File: config.mk
export PLATFORM = sky130hd
export DESIGN_NAME = ralf_top
export DESIGN_NICKNAME = d
export VERILOG_FILES = /design/src/ralf_pkg.sv /design/src/ralf_qual_timer.sv /design/src/ralf_top.sv
export VERILOG_INCLUDE_DIRS = /design/src
export SDC_FILE = /design/constraint.sdc
export NUM_CORES = 1
export LEC_CHECK = 0
export BUFFER_PORTS_ARGS = -buffer_cell sky130_fd_sc_hd__buf_2
export CAP_MARGIN = 10
export CORE_AREA = 4 4 122 135
export DETAILED_ROUTE_END_ITERATION = 6
export DIE_AREA = 0 0 126 139
export GPL_TIMING_DRIVEN = 0
export HOLD_SLACK_MARGIN = 0.06
export PLACE_DENSITY = 0.75
export SYNTH_ARGS = -nofsm -noshare
export SYNTH_HDL_FRONTEND = slang
export SYNTH_SLANG_ARGS = --single-unit
File: constraint.sdc
create_clock -name clk_in -period 4.8 [get_ports clk_in]
set_input_delay 0.96 -clock clk_in [delete_from_list [all_inputs] [get_ports clk_in]]
set_output_delay 0.96 -clock clk_in [all_outputs]
set_load 0.005 [all_outputs]
File: src/ralf_defs.svh
// Constants for the relay alarm flag logic: offsets, fields, resets, timing.
// Assumes inclusion by bare name from every design file that needs them.
`ifndef RALF_DEFS_SVH
`define RALF_DEFS_SVH

// Register byte offsets
`define RALF_ADDR_CTRL      8'h00
`define RALF_ADDR_GOV_DLY   8'h04
`define RALF_ADDR_USER      8'h08
`define RALF_ADDR_STATUS    8'h0C
`define RALF_ADDR_LATCH     8'h10
`define RALF_ADDR_PDIR_ANG  8'h14
`define RALF_ADDR_GDIR_ANG  8'h18

// Control register fields
`define RALF_CTRL_PDIR_EN   0
`define RALF_CTRL_GDIR_EN   1
`define RALF_CTRL_SEAL_CLR  2

// Reset values
`define RALF_CTRL_RST       2'h3
`define RALF_GOV_DLY_RST    8'h02
`define RALF_ANG_RST        9'h000
`define RALF_RDATA_RST      32'h0000_0000

// Timing and geometry
`define RALF_CLK_HZ         25000000
`define RALF_TICK_S         1
`define RALF_QUAL_S         60
`define RALF_SECTOR_DEG     180
`define RALF_FULL_DEG       360

`endif

File: src/ralf_pkg.sv
// Types shared by the relay alarm flag logic.
// Assumes the measurement engine delivers results on the system clock.
package ralf_pkg;

  // Hot hold tag states
  typedef enum logic [1:0] {
    hht_on,
    hht_off,
    hht_tag
  } ralf_hht_state_t;

  // Comparator and angle results from the measurement engine
  typedef struct packed {
    logic [8:0] pos_angle;
    logic [8:0] neg_angle;
    logic [2:0] uv_below;
    logic       var_dmd_over;
    logic       watt1_over;
    logic       gnd_volt_over;
    logic       main_trip;
    logic [2:0] trip_phase;
    logic [2:0] below_dropout;
    logic       cold_load_run;
  } ralf_meas_t;

  // Close requests from the closing logic
  typedef struct packed {
    logic manual_local;
    logic manual_remote;
    logic autoreclose;
  } ralf_close_t;

endpackage : ralf_pkg

File: src/ralf_qual_timer.sv
// Qualification timer counting one-second ticks while a condition holds.
// Assumes tick_in is a one-cycle pulse on the same clock.
`timescale 1ns/1ns
module ralf_qual_timer #(
  parameter int CW = 8
) (
  input  wire logic          clk_in,
  input  wire logic          rst_n_in,
  input  wire logic          tick_in,
  input  wire logic          cond_in,
  input  wire logic [CW-1:0] limit_in,
  output logic               flag_out
);

  logic [CW-1:0] count;

  generate
    if (CW < 1) begin : g_bad_width
      $error("ralf_qual_timer: CW must be at least 1");
    end
  endgenerate

  ////////////////////////////////////////////////////////////////////////////
  // Count ticks while the condition holds; drop all when it goes away
  always_ff @(posedge clk_in) begin
    if (!rst_n_in) begin
      count    <= '0;
      flag_out <= 1'b0;
    end else if (!cond_in) begin
      count    <= '0;
      flag_out <= 1'b0;
    end else if (tick_in && !flag_out) begin
      if ({1'b0, count} + {{CW{1'b0}}, 1'b1} >= {1'b0, limit_in}) begin
        flag_out <= 1'b1;
      end else begin
        count <= count + 1'b1;
      end
    end
  end

endmodule : ralf_qual_timer

File: src/ralf_top.sv
// Relay alarm flag logic: zone flags, alarms, trip flags, hot hold tag.
// Assumes measurement results and close requests arrive on clk_in and an
// Avalon-MM master with waitrequest reaches the registers.
//
// The register offsets and register access over Avalon-MM were decided locally.
`include "ralf_defs.svh"
`timescale 1ns/1ns

module ralf_top #(
  parameter int TICK_CYCLES = `RALF_CLK_HZ * `RALF_TICK_S,
  parameter int QUAL_TICKS  = `RALF_QUAL_S / `RALF_TICK_S,
  parameter int DLY_W       = 8
) (
  input  wire logic                 clk_in,
  input  wire logic                 rst_n_in,
  input  wire logic [7:0]           avs_address_in,
  input  wire logic                 avs_read_in,
  input  wire logic                 avs_write_in,
  input  wire logic [31:0]          avs_writedata_in,
  output logic [31:0]               avs_readdata_out,
  output logic                      avs_waitrequest_out,
  input  wire ralf_pkg::ralf_meas_t meas_in,
  input  wire ralf_pkg::ralf_close_t close_req_in,
  input  wire logic                 hold_tag_set_in,
  input  wire logic                 hold_tag_reset_in,
  input  wire logic [15:0]          user_logic_eq_in,
  output logic                      pos_seq_zone_flag_out,
  output logic                      neg_seq_zone_flag_out,
  output logic                      three_phase_undervolt_flag_out,
  output logic                      three_phase_undervolt_latched_out,
  output logic                      var_demand_flag_out,
  output logic                      trip_phase_a_flag_out,
  output logic                      trip_phase_b_flag_out,
  output logic                      trip_phase_c_flag_out,
  output logic                      trip_phase_a_latched_out,
  output logic                      trip_phase_b_latched_out,
  output logic                      trip_phase_c_latched_out,
  output logic                      cold_load_timing_flag_out,
  output logic                      pos_watt_alarm_one_out,
  output logic                      ground_overvolt_flag_out,
  output logic                      hold_tag_off_out,
  output logic                      hold_tag_tagged_out,
  output logic                      close_out,
  output logic [15:0]               user_logic_outputs_out
);

  localparam int TCW = $clog2(TICK_CYCLES);
  localparam logic [DLY_W-1:0] QUAL_LIMIT = DLY_W'(QUAL_TICKS);

  generate
    if (TICK_CYCLES < 2) begin : g_bad_tick
      $error("ralf_top: TICK_CYCLES must be at least 2");
    end
    if (QUAL_TICKS >= (1 << DLY_W)) begin : g_bad_qual
      $error("ralf_top: QUAL_TICKS does not fit DLY_W");
    end
  endgenerate

  ////////////////////////////////////////////////////////////////////////////
  // Angle test: inside a sector of the given width centred on the setting
  function automatic logic in_sector(input logic [8:0] ang,
                                     input logic [8:0] centre);
    logic [9:0] diff;
    diff = 10'(ang) + 10'(`RALF_FULL_DEG) - 10'(centre);
    if (diff >= 10'(`RALF_FULL_DEG)) begin
      diff = diff - 10'(`RALF_FULL_DEG);
    end
    in_sector = (diff <= 10'(`RALF_SECTOR_DEG / 2)) ||
                (diff >= 10'(`RALF_FULL_DEG - `RALF_SECTOR_DEG / 2));
  endfunction : in_sector

  // Register state
  logic [1:0]       ctrl;
  logic [DLY_W-1:0] gov_delay;
  logic [8:0]       pdir_angle;
  logic [8:0]       gdir_angle;
  logic [TCW-1:0]   tick_count;
  logic             tick;
  logic             seal_clear;
  logic             set_prev;
  logic             reset_prev;
  logic             bus_req;
  logic             bus_take;
  logic             wr_take;
  logic             set_edge;
  logic             reset_edge;
  logic [31:0]      next_rdata;
  logic [2:0]       trip_flags;
  logic [2:0]       trip_latched;
  logic             var_timer_done;
  logic             watt_timer_done;
  logic             gov_timer_done;
  ralf_pkg::ralf_hht_state_t hht_state;
  ralf_pkg::ralf_hht_state_t next_hht_state;

  ////////////////////////////////////////////////////////////////////////////
  // Bus handshake: one wait cycle, then a one-cycle answer
  assign bus_req  = avs_read_in || avs_write_in;
  assign bus_take = bus_req && avs_waitrequest_out;
  assign wr_take  = avs_write_in && !avs_waitrequest_out;

  always_ff @(posedge clk_in) begin
    if (!rst_n_in) begin
      avs_waitrequest_out <= 1'b1;
    end else begin
      avs_waitrequest_out <= !bus_take;
    end
  end

  // Read data, captured in the wait cycle and held for the answer
  always_comb begin
    next_rdata = `RALF_RDATA_RST;
    unique case (avs_address_in)
      `RALF_ADDR_CTRL:     next_rdata = 32'(ctrl);
      `RALF_ADDR_GOV_DLY:  next_rdata = 32'(gov_delay);
      `RALF_ADDR_USER:     next_rdata = 32'(user_logic_outputs_out);
      `RALF_ADDR_STATUS:   next_rdata = 32'({hold_tag_tagged_out,
                                             hold_tag_off_out,
                                             ground_overvolt_flag_out,
                                             pos_watt_alarm_one_out,
                                             cold_load_timing_flag_out,
                                             trip_flags,
                                             var_demand_flag_out,
                                             three_phase_undervolt_flag_out,
                                             neg_seq_zone_flag_out,
                                             pos_seq_zone_flag_out});
      `RALF_ADDR_LATCH:    next_rdata = 32'({trip_latched,
                                             three_phase_undervolt_latched_out});
      `RALF_ADDR_PDIR_ANG: next_rdata = 32'(pdir_angle);
      `RALF_ADDR_GDIR_ANG: next_rdata = 32'(gdir_angle);
      default:             next_rdata = `RALF_RDATA_RST;
    endcase
  end

  always_ff @(posedge clk_in) begin
    if (!rst_n_in) begin
      avs_readdata_out <= `RALF_RDATA_RST;
    end else if (bus_take && avs_read_in) begin
      avs_readdata_out <= next_rdata;
    end
  end

  ////////////////////////////////////////////////////////////////////////////
  // Writable settings; unmapped and read-only offsets ignore writes
  always_ff @(posedge clk_in) begin
    if (!rst_n_in) begin
      ctrl       <= `RALF_CTRL_RST;
      gov_delay  <= `RALF_GOV_DLY_RST;
      pdir_angle <= `RALF_ANG_RST;
      gdir_angle <= `RALF_ANG_RST;
      seal_clear <= 1'b0;
    end else begin
      seal_clear <= 1'b0;
      if (wr_take) begin
        unique case (avs_address_in)
          `RALF_ADDR_CTRL: begin
            ctrl       <= avs_writedata_in[1:0];
            seal_clear <= avs_writedata_in[`RALF_CTRL_SEAL_CLR];
          end
          `RALF_ADDR_GOV_DLY:  gov_delay  <= avs_writedata_in[DLY_W-1:0];
          `RALF_ADDR_PDIR_ANG: pdir_angle <= avs_writedata_in[8:0];
          `RALF_ADDR_GDIR_ANG: gdir_angle <= avs_writedata_in[8:0];
          default: ;
        endcase
      end
    end
  end

  ////////////////////////////////////////////////////////////////////////////
  // One-second tick from the system clock
  always_ff @(posedge clk_in) begin
    if (!rst_n_in) begin
      tick_count <= '0;
      tick       <= 1'b0;
    end else if (tick_count == TCW'(TICK_CYCLES - 1)) begin
      tick_count <= '0;
      tick       <= 1'b1;
    end else begin
      tick_count <= tick_count + 1'b1;
      tick       <= 1'b0;
    end
  end

  ////////////////////////////////////////////////////////////////////////////
  // Directional zone flags: sector test gated by element enable only
  always_ff @(posedge clk_in) begin
    if (!rst_n_in) begin
      pos_seq_zone_flag_out <= 1'b0;
      neg_seq_zone_flag_out <= 1'b0;
    end else begin
      pos_seq_zone_flag_out <= ctrl[`RALF_CTRL_PDIR_EN] &&
                               in_sector(meas_in.pos_angle,
                                         pdir_angle);
      neg_seq_zone_flag_out <= ctrl[`RALF_CTRL_GDIR_EN] &&
                               in_sector(meas_in.neg_angle,
                                         gdir_angle);
    end
  end

  ////////////////////////////////////////////////////////////////////////////
  // Undervoltage, cold load and user outputs
  always_ff @(posedge clk_in) begin
    if (!rst_n_in) begin
      three_phase_undervolt_flag_out <= 1'b0;
      cold_load_timing_flag_out      <= 1'b0;
      user_logic_outputs_out         <= 16'h0000;
    end else begin
      three_phase_undervolt_flag_out <= &meas_in.uv_below;
      cold_load_timing_flag_out      <= meas_in.cold_load_run;
      user_logic_outputs_out         <= user_logic_eq_in;
    end
  end

  ////////////////////////////////////////////////////////////////////////////
  // Qualification timers for VAr demand, positive watts, ground overvolt
  ralf_qual_timer #(.CW(DLY_W)) u_var_timer (
    .clk_in   (clk_in),
    .rst_n_in (rst_n_in),
    .tick_in  (tick),
    .cond_in  (meas_in.var_dmd_over),
    .limit_in (QUAL_LIMIT),
    .flag_out (var_timer_done)
  );

  ralf_qual_timer #(.CW(DLY_W)) u_watt_timer (
    .clk_in   (clk_in),
    .rst_n_in (rst_n_in),
    .tick_in  (tick),
    .cond_in  (meas_in.watt1_over),
    .limit_in (QUAL_LIMIT),
    .flag_out (watt_timer_done)
  );

  ralf_qual_timer #(.CW(DLY_W)) u_gov_timer (
    .clk_in   (clk_in),
    .rst_n_in (rst_n_in),
    .tick_in  (tick),
    .cond_in  (meas_in.gnd_volt_over),
    .limit_in (gov_delay),
    .flag_out (gov_timer_done)
  );

  // Timer results registered onto the outputs
  always_ff @(posedge clk_in) begin
    if (!rst_n_in) begin
      var_demand_flag_out      <= 1'b0;
      pos_watt_alarm_one_out   <= 1'b0;
      ground_overvolt_flag_out <= 1'b0;
    end else begin
      var_demand_flag_out      <= var_timer_done;
      pos_watt_alarm_one_out   <= watt_timer_done;
      ground_overvolt_flag_out <= gov_timer_done;
    end
  end

  ////////////////////////////////////////////////////////////////////////////
  // Per-phase trip flags: set by a trip on that phase, set beats dropout
  always_ff @(posedge clk_in) begin
    if (!rst_n_in) begin
      trip_flags <= 3'h0;
    end else begin
      for (int i = 0; i < 3; i++) begin
        if (meas_in.main_trip && meas_in.trip_phase[i]) begin
          trip_flags[i] <= 1'b1;
        end else if (meas_in.below_dropout[i]) begin
          trip_flags[i] <= 1'b0;
        end
      end
    end
  end

  assign trip_phase_a_flag_out = trip_flags[0];
  assign trip_phase_b_flag_out = trip_flags[1];
  assign trip_phase_c_flag_out = trip_flags[2];

  ////////////////////////////////////////////////////////////////////////////
  // Seal-in variants: set on base flag, cleared by command, set wins
  always_ff @(posedge clk_in) begin
    if (!rst_n_in) begin
      three_phase_undervolt_latched_out <= 1'b0;
      trip_latched                      <= 3'h0;
    end else begin
      if (three_phase_undervolt_flag_out) begin
        three_phase_undervolt_latched_out <= 1'b1;
      end else if (seal_clear) begin
        three_phase_undervolt_latched_out <= 1'b0;
      end
      for (int i = 0; i < 3; i++) begin
        if (trip_flags[i]) begin
          trip_latched[i] <= 1'b1;
        end else if (seal_clear) begin
          trip_latched[i] <= 1'b0;
        end
      end
    end
  end

  assign trip_phase_a_latched_out = trip_latched[0];
  assign trip_phase_b_latched_out = trip_latched[1];
  assign trip_phase_c_latched_out = trip_latched[2];

  ////////////////////////////////////////////////////////////////////////////
  // Hot hold tag: rising edges of set and reset move the state
  assign set_edge   = hold_tag_set_in && !set_prev;
  assign reset_edge = hold_tag_reset_in && !reset_prev;

  always_ff @(posedge clk_in) begin
    if (!rst_n_in) begin
      set_prev   <= 1'b0;
      reset_prev <= 1'b0;
    end else begin
      set_prev   <= hold_tag_set_in;
      reset_prev <= hold_tag_reset_in;
    end
  end

  always_comb begin
    next_hht_state = hht_state;
    unique case (hht_state)
      ralf_pkg::hht_on: begin
        if (set_edge) begin
          next_hht_state = ralf_pkg::hht_off;
        end
      end
      ralf_pkg::hht_off: begin
        if (set_edge) begin
          next_hht_state = ralf_pkg::hht_tag;
        end
      end
      ralf_pkg::hht_tag: begin
        if (reset_edge) begin
          next_hht_state = ralf_pkg::hht_off;
        end
      end
      default: next_hht_state = ralf_pkg::hht_on;
    endcase
  end

  always_ff @(posedge clk_in) begin
    if (!rst_n_in) begin
      hht_state           <= ralf_pkg::hht_on;
      hold_tag_off_out    <= 1'b0;
      hold_tag_tagged_out <= 1'b0;
    end else begin
      hht_state           <= next_hht_state;
      hold_tag_off_out    <= (next_hht_state == ralf_pkg::hht_off);
      hold_tag_tagged_out <= (next_hht_state == ralf_pkg::hht_tag);
    end
  end

  ////////////////////////////////////////////////////////////////////////////
  // Close gating by tag state; the OFF output is left for the user to route
  // into reclose blocking as well
  always_ff @(posedge clk_in) begin
    if (!rst_n_in) begin
      close_out <= 1'b0;
    end else begin
      unique case (hht_state)
        ralf_pkg::hht_on:  close_out <= |close_req_in;
        ralf_pkg::hht_off: close_out <= close_req_in.manual_local;
        ralf_pkg::hht_tag: close_out <= 1'b0;
        default:           close_out <= 1'b0;
      endcase
    end
  end

endmodule : ralf_top

==> results of run 1 <==
==> where the power goes <==
| group | switching [mW] | leakage (nW) | total (mW) | internal [mW] |
|---|---|---|---|---|
| logic | 0.237 | 2.53 | 0.427 | 0.190 |
| clock network | 0.488 | 0.273 | 1.25 | 0.759 |
| registers | 0.0206 | 1.10 | 1.17 | 1.15 |
| total | 0.746 | 3.90 | 2.85 | 2.10 |
==> registers in the layout, summed over array words and instances (netlist names), 2 cells and up <==
name,cells
gov_delay,8
trip_latched,3
pdir_angle,9
gdir_angle,9
u_var_timer.count,8
u_gov_timer.count,8
trip_flags,3
user_logic_outputs_out,16
u_watt_timer.count,8
avs_readdata_out,16
tick_count,25
ctrl,2
hht_state,2
==> cell usage after synthesis (all sizes together) (28+ instances only) <==
master  instances  area, um^2
dfxtp         136        2720
nand2          81         307
nor2           77         289
inv            67         251
nand3          60         300
ha             52         651
a21boi         37         278
xor2           31         298
a21oi          30         154
and2           30         188
clkbuf         29         109
xnor2          28         245
==> cells by family after synthesis <==
kind of cell,after synthesis
fa+ha+maj,54
simple gates,358
flops,136
xor+xnor,59
compound gates,175
other cells,1
buf+inv,114
mux,8
==> routing by layer <==
layer / wire (um) / up-vias
met2: 9140 / 226
met1: 8210 / 3161
met5: 0 / -
met3: 1430 / 43
met4: 565 / 0
li1: - / 3434
==> worst max-delay path by stage <==
| stage | from | endpoint | slack [ns] | depth (start not counted) |
|---|---|---|---|---|
| after detailed placement | meas_in[16] | neg_seq_zone_flag_out | 0.30 | 15 |
| after global routing | meas_in[16] | neg_seq_zone_flag_out | 0.36 | 15 |
| after CTS | meas_in[16] | neg_seq_zone_flag_out | 0.68 | 15 |
| final | meas_in[16] | neg_seq_zone_flag_out | 0.65 | 15 |
| after floorplan | meas_in[16] | neg_seq_zone_flag_out | 0.77 | 13 |
| after global placement | meas_in[16] | neg_seq_zone_flag_out | 0.27 | 15 |
==> worst max-delay path: cells and delay by family <==
family	cells	cell delay, ns
compound gates	6	1.68
xor+xnor	1	0.24
mux	1	0.39
buf+inv	2	0.21
simple gates	2	0.22
fa+ha+maj	3	0.79
==> area by class of cell <==
cell class                      count  area (um^2)
Buffer                             47          248
Tap cell                          196          245
Inverter                           67          251
Fill cell                        1396         5850
Clock buffer                       19          433
Timing Repair Buffer              123          616
Clock inverter                     12          130
Multi-Input combinational cell    670         4560
Sequential cell                   136         2720
==> layout by cell type, fill, tap and decap left out, types with 8 or more instances in the layout <==
master / count
xor2_1: 29
nand2b_1: 11
nor2_1: 77
nand2_1: 80
dfxtp_1: 136
ha_1: 52
inv_1: 67
o211ai_1: 9
and2_1: 30
nor3b_1: 8
a222oi_1: 9
conb_1: 16
nor2b_1: 25
a22oi_1: 15
nor3_1: 11
a21boi_0: 37
xnor2_1: 28
nand3_1: 60
a21oi_1: 29
clkbuf_1: 31
buf_2: 123
and3_1: 16
nand4_1: 9
buf_4: 17
clkbuf_16: 17
o21ai_0: 16
==> metrics.yaml, run 1 <==
dp.cells: 1239
yosys.area_share.adder_pct: 8.95
maxCapViolCount: 0
syn_area_mm2: 0.00772
rows: 47
tns_ns: 0
root_buffer: "clkbuf_16"
fin_skew_ns: 0.0102
cts_buffers: 17
rr_worst_depth: 15
cp-end-kind: "flop"
postLayoutCellArea_mm2: 0.00921
fmax_ghz: 0.241
top_usage_layer: "met2"
synth_edf_count: 0
dr.pass1.iters: 5
drc: 0
dr.first_iter.drc_count: 428
final_util_pct: 61.2
synth_mux_area_share_pct: 1.10
antenna_found_initial: 0
groute.usage.overall_pct: 21.9
place.gp.congestion: 0.904
synth_top_flop_cell: "dfxtp_1"
drive_above_1_share_pct: 18.0
post_cts_resize_count: 0
fin_cells: 1270
clkLatencyLatePin_ns: 0.43
path_common_cell: "ha_1"
core_area_mm2: 0.0151
slowest_stage: "a211oi_1"
finalCriticalPeriod_ns: 4.15
vias: 6864
postCtsHoldBufs: 0
post_drt_wl_per_cell_um: 15.2
ys_ff_latch: 136
slew-limit-headroom_pct: 34.2
finalSetupViolCount: 0
grt_pass1_wl_um: 31200
worstSetupPathType: "in2reg"
async_flop_share_pct: 0
worstPathRequired_ns: 5.12
grt_max_degree: 17
io_pins: 163
grt_use_met3_pct: 6.24
grt_util_met1_pct: 27.5
start_util_pct: 51.3
p_leak_nw: 3.90
first_global_vias: 6399
path_max_fanout: 6
hp-class: "reg2reg"
diodes: 0
min_from: "tick_count[0]"
seq_area_frac_synth_pct: 35.3
synthSimpleGateAreaFrac_pct: 23.5
holdWs_ns: 0.455
status: "complete, no violations"
critPathArrivalTime_ns: 4.48
power_mw: 2.85
max_slew.worst_pin.slew_ns: 0.978
cts_tree: "done"
place_area_mm2: 0.00864
cts.htree.levels: 4
max-vdd-ir-drop_uv: 253
synth.distinct_cells: 83
cts_setup_buffers: 0
drv_slew: 0
fp.dieArea_mm2: 0.0175
clk_pin_slew_ns: 0.05
synth_top_family_by_area: "simple AND/OR/NAND/NOR gates"
final_nets: 1213
portBuffers: 123
dp_slack_ns: 0.298
postLayoutSetupSlackWorst_ns: 0.650
final_hold_viol_count: 0
r2r-start: "gdir_angle[2]"
dp_hpwl_um: 14900
syn-mean-instance-area_um2: 8.53
hold-path-endpoint: "tick_count[0]"
cts.sinks: 136
cp_cell_sequence: "buf_2, ha_1, ha_1, a211oi_1, nor2_1, xor2_1, inv_1, ha_1, a41o_1, o22ai_1, o2bb2ai_4, mux2_1, o31ai_2, nor4bb_1, a211oi_1"
drt_wl_total_um: 19300
yosys_warnings: 0
avgViaCountPerCell: 5.40
syn_to_final_growth_pct: 19.3
r2r_slack_ns: 0.81
ctsLongestPathBuffers: 2
finalCritPeriodShare_pct: 86.5
synth_xor_area_share_pct: 7.03
grtUsageMet2_pct: 35.6
cp-start-kind: "input port"
grt-ovfl-total: 0
rsz0062_at_grt: "no"
die_w_um: 126
ant_nets: 0
dieHeight_um: 139
syn_inst: 905
max_stage_delay_ns: 0.53
synth_compound_area_share_pct: 17.6
worstHoldPathCells: 1
power_density_mw_per_mm2: 309
timing.rr.end: "neg_seq_zone_flag_out"
Note: power is estimated with default switching activity, not from simulation.
==> inputs of run 2 (changes only) <==
ABC_AREA = 1   (was not set)
CORE_AREA = 4 4 121 135   (was 4 4 122 135)
DIE_AREA = 0 0 125 139   (was 0 0 126 139)
PLACE_DENSITY = 0.76   (was 0.75)
==> metrics.yaml, run 2 <==
status: "complete, no violations"  # unchanged
async_flop_share_pct: 0  # unchanged
place.gp.congestion: 0.875  # was 0.904
dieHeight_um: 139  # unchanged
diodes: 0  # unchanged
antenna_found_initial: 0  # unchanged
path_max_fanout: 7  # was 6
cts_setup_buffers: 0  # unchanged
drive_above_1_share_pct: 16.9  # was 18.0%
fmax_ghz: 0.289  # was 0.241 GHz
min_from: "u_watt_timer.count[7]"  # was tick_count[0]
timing.rr.end: "pos_seq_zone_flag_out"  # was neg_seq_zone_flag_out
p_leak_nw: 4.52  # was 3.90 nW
combPwrFrac_pct: 14.9  # was 15.0%
slew-limit-headroom_pct: 54.7  # was 34.2%
drv_slew: 0  # unchanged
cts.sinks: 136  # unchanged
grt_max_degree: 17  # unchanged
worstHoldPathCells: 2  # was 1
critPathArrivalTime_ns: 3.78  # was 4.48 ns
fp.dieArea_mm2: 0.0174  # was 0.0175 mm^2
power.internal_mw: 2.11  # was 2.10 mW
power_mw: 2.84  # was 2.85 mW
cts.htree.levels: 4  # unchanged
largest_reg_flops: 25  # unchanged
fill_cells: 1380  # was 1396
max-vdd-ir-drop_uv: 250  # was 253 uV
dp_hpwl_um: 15000  # was 14900 um
seq_area_frac_synth_pct: 35.5  # was 35.3%
final_nets: 1384  # was 1213
fin_skew_ns: 0.00923  # was 0.0102 ns
synth_top_flop_cell: "dfxtp_1"  # unchanged
max_flop_register: "tick_count"  # unchanged
yosys_warnings: 0  # unchanged
groute.usage.overall_pct: 21.7  # was 21.9%
io_pins: 163  # unchanged
hold-path-endpoint: "u_watt_timer.count[7]"  # was tick_count[0]
syn_inst: 1077  # was 905
dr.first_iter.drc_count: 352  # was 428
cts_buffers: 17  # unchanged
rsz0062_at_grt: "no"  # unchanged
post_cts_resize_count: 0  # unchanged
place_area_mm2: 0.00858  # was 0.00864 mm^2
syn_area_mm2: 0.00767  # was 0.00772 mm^2
pwr-share-clk_pct: 43.7  # was 43.8%
ctsLongestPathBuffers: 2  # unchanged
syn-mean-instance-area_um2: 7.12  # was 8.53 um^2
final_util_pct: 61.2  # about the same
power_density_mw_per_mm2: 311  # was 309 mW/mm^2
syn_to_final_growth_pct: 19.3  # about the same
drc: 0  # unchanged
dp.cells: 1410  # was 1239
holdWs_ns: 0.428  # was 0.455 ns
rows: 47  # unchanged
die_w_um: 125  # was 126 um
worstPathRequired_ns: 5.12  # about the same
cts_tree: "done"  # unchanged
vias: 7233  # was 6864
layout_common_cells: "nand2_1, inv_1, dfxtp_1"  # was dfxtp_1, buf_2, nand2_1
reg_top3: "tick_count: 25 flops, avs_readdata_out: 16 flops, user_logic_outputs_out: 16 flops"  # unchanged
finalCriticalPeriod_ns: 3.46  # was 4.15 ns
drt_wl_total_um: 19300  # about the same
avgViaCountPerCell: 5.02  # was 5.40
synth.most_common_cell: "nand2_1"  # was dfxtp_1
postLayoutSetupSlackWorst_ns: 1.34  # was 0.650 ns
ant_nets: 0  # unchanged
ys_ff_latch: 136  # unchanged
grt-ovfl-total: 0  # unchanged
layout_commonest_cell: "nand2_1"  # was dfxtp_1
postCtsHoldBufs: 0  # unchanged
hp-class: "reg2reg"  # unchanged
core_area_mm2: 0.0149  # was 0.0151 mm^2
grt_pass1_wl_um: 31100  # was 31200 um
post_drt_wl_per_cell_um: 13.4  # was 15.2 um
root_buffer: "clkbuf_16"  # unchanged
cp-end-kind: "flop"  # unchanged
rr_worst_depth: 24  # was 15
switching_share_pct: 25.9  # was 26.2%
final_hold_viol_count: 0  # unchanged
synthTopCellsByArea: "dfxtp_1, nand2_1, inv_1"  # was dfxtp_1, ha_1, nand2_1
r2r-start: "pdir_angle[1]"  # was gdir_angle[2]
r2r_slack_ns: 1.58  # was 0.81 ns
start_util_pct: 51.3  # about the same
synth_top_area_share_pct: 35.5  # was 35.3%
cp-start-kind: "input port"  # unchanged
netSwitchingPower_uw: 735  # was 746 uW
clkLatencyLatePin_ns: 0.41  # was 0.43 ns
synth.distinct_cells: 44  # was 83
fin_cells: 1441  # was 1270
postLayoutCellArea_mm2: 0.00915  # was 0.00921 mm^2
synthTopCellsByCount: "nand2_1, inv_1, dfxtp_1"  # was dfxtp_1, nand2_1, nor2_1
dp_slack_ns: 0.918  # was 0.298 ns
tns_ns: 0  # unchanged
first_global_vias: 6749  # was 6399
finalCritPeriodShare_pct: 72.1  # was 86.5%
synth_edf_count: 0  # unchanged
seqPwrFrac_pct: 41.4  # was 41.3%
max_slew.worst_pin.slew_ns: 0.680  # was 0.978 ns
clk_pin_slew_ns: 0.06  # was 0.05 ns
portBuffers: 122  # was 123
finalSetupViolCount: 0  # unchanged
worstSetupPathType: "in2reg"  # unchanged
maxCapViolCount: 0  # unchanged
crit_start: "meas_in[24]"  # was meas_in[16]
synth_area_leader_cell: "dfxtp_1"  # unchanged
dr.pass1.iters: 7  # was 5
run 2: worst max-delay path by stage:
stage / endpoint / slack (ns) / cells past startpoint
global placement: pos_seq_zone_flag_out / 0.97 / 24
global route: pos_seq_zone_flag_out / 1.10 / 24
detailed placement: pos_seq_zone_flag_out / 0.92 / 24
floorplan: pos_seq_zone_flag_out / 1.39 / 23
finish: pos_seq_zone_flag_out / 1.34 / 24
CTS: pos_seq_zone_flag_out / 1.33 / 24
run 2: critical path, stage by stage:
cell	delay, ns
buf_2	0.10
ha_1	0.27
ha_1	0.20
inv_1	0.07
fa_1	0.39
xor2_1	0.32
inv_1	0.11
ha_1	0.21
nand3_1	0.07
nor2_1	0.04
nand2_1	0.08
nor2_2	0.05
nor2_4	0.11
nand2_4	0.09
nand2_4	0.10
nand2_1	0.06
nand2_1	0.06
nand2_1	0.06
nor2_1	0.09
nand2_1	0.06
nand2_1	0.07
nand3_1	0.11
nand2_1	0.08
inv_1	0.03
run 2: power by group through the flow:
stage | clock network, mW | logic [mW] | registers (mW)
after floorplan | 0 | 0.299 | 1.20
after global placement | 0 | 0.414 | 1.20
after detailed placement | 0 | 0.421 | 1.20
after CTS | 1.26 | 0.424 | 1.18
after global routing | 1.31 | 0.486 | 1.18
final | 1.24 | 0.422 | 1.18
run 2: cell families (layout without fill, tap and decap cells):
kind of cell             Yosys count  count (layout)  synth area share, %
adder cells (fa/ha/maj)           54              54                 9.01
flip-flops                       136             136                 35.5
AO/OA/AOI/OAI                    203             203                 14.9
XOR/XNOR                          28              28                 3.20
buffers and inverters            237             390                 12.4
AND/OR/NAND/NOR                  418             418                 24.9
other                              1              16               0.0489
run 2: final cells by class:
class	count	area, um^2	share of cell area [%]
multi-input cells	719	4050	44.3
flip-flops and latches	136	2720	29.8
inverters	202	758	8.29
repair buffers	122	611	6.68
clock buffers	22	464	5.08
well taps	196	245	2.68
plain buffers	35	195	2.13
clock inverters	9	100	1.09
run 2: metal layers:
metal  GRT usage (%)  part of all wire (%)  vias up  routed length [um]
li1                -                     -     3753                   -
met1            26.2                    42     3238                8170
met2            37.3                    48      214                9300
met3            6.20                   7.2       28                1390
met4            6.85                   2.1        0                 400
met5               0                     0        -                   0
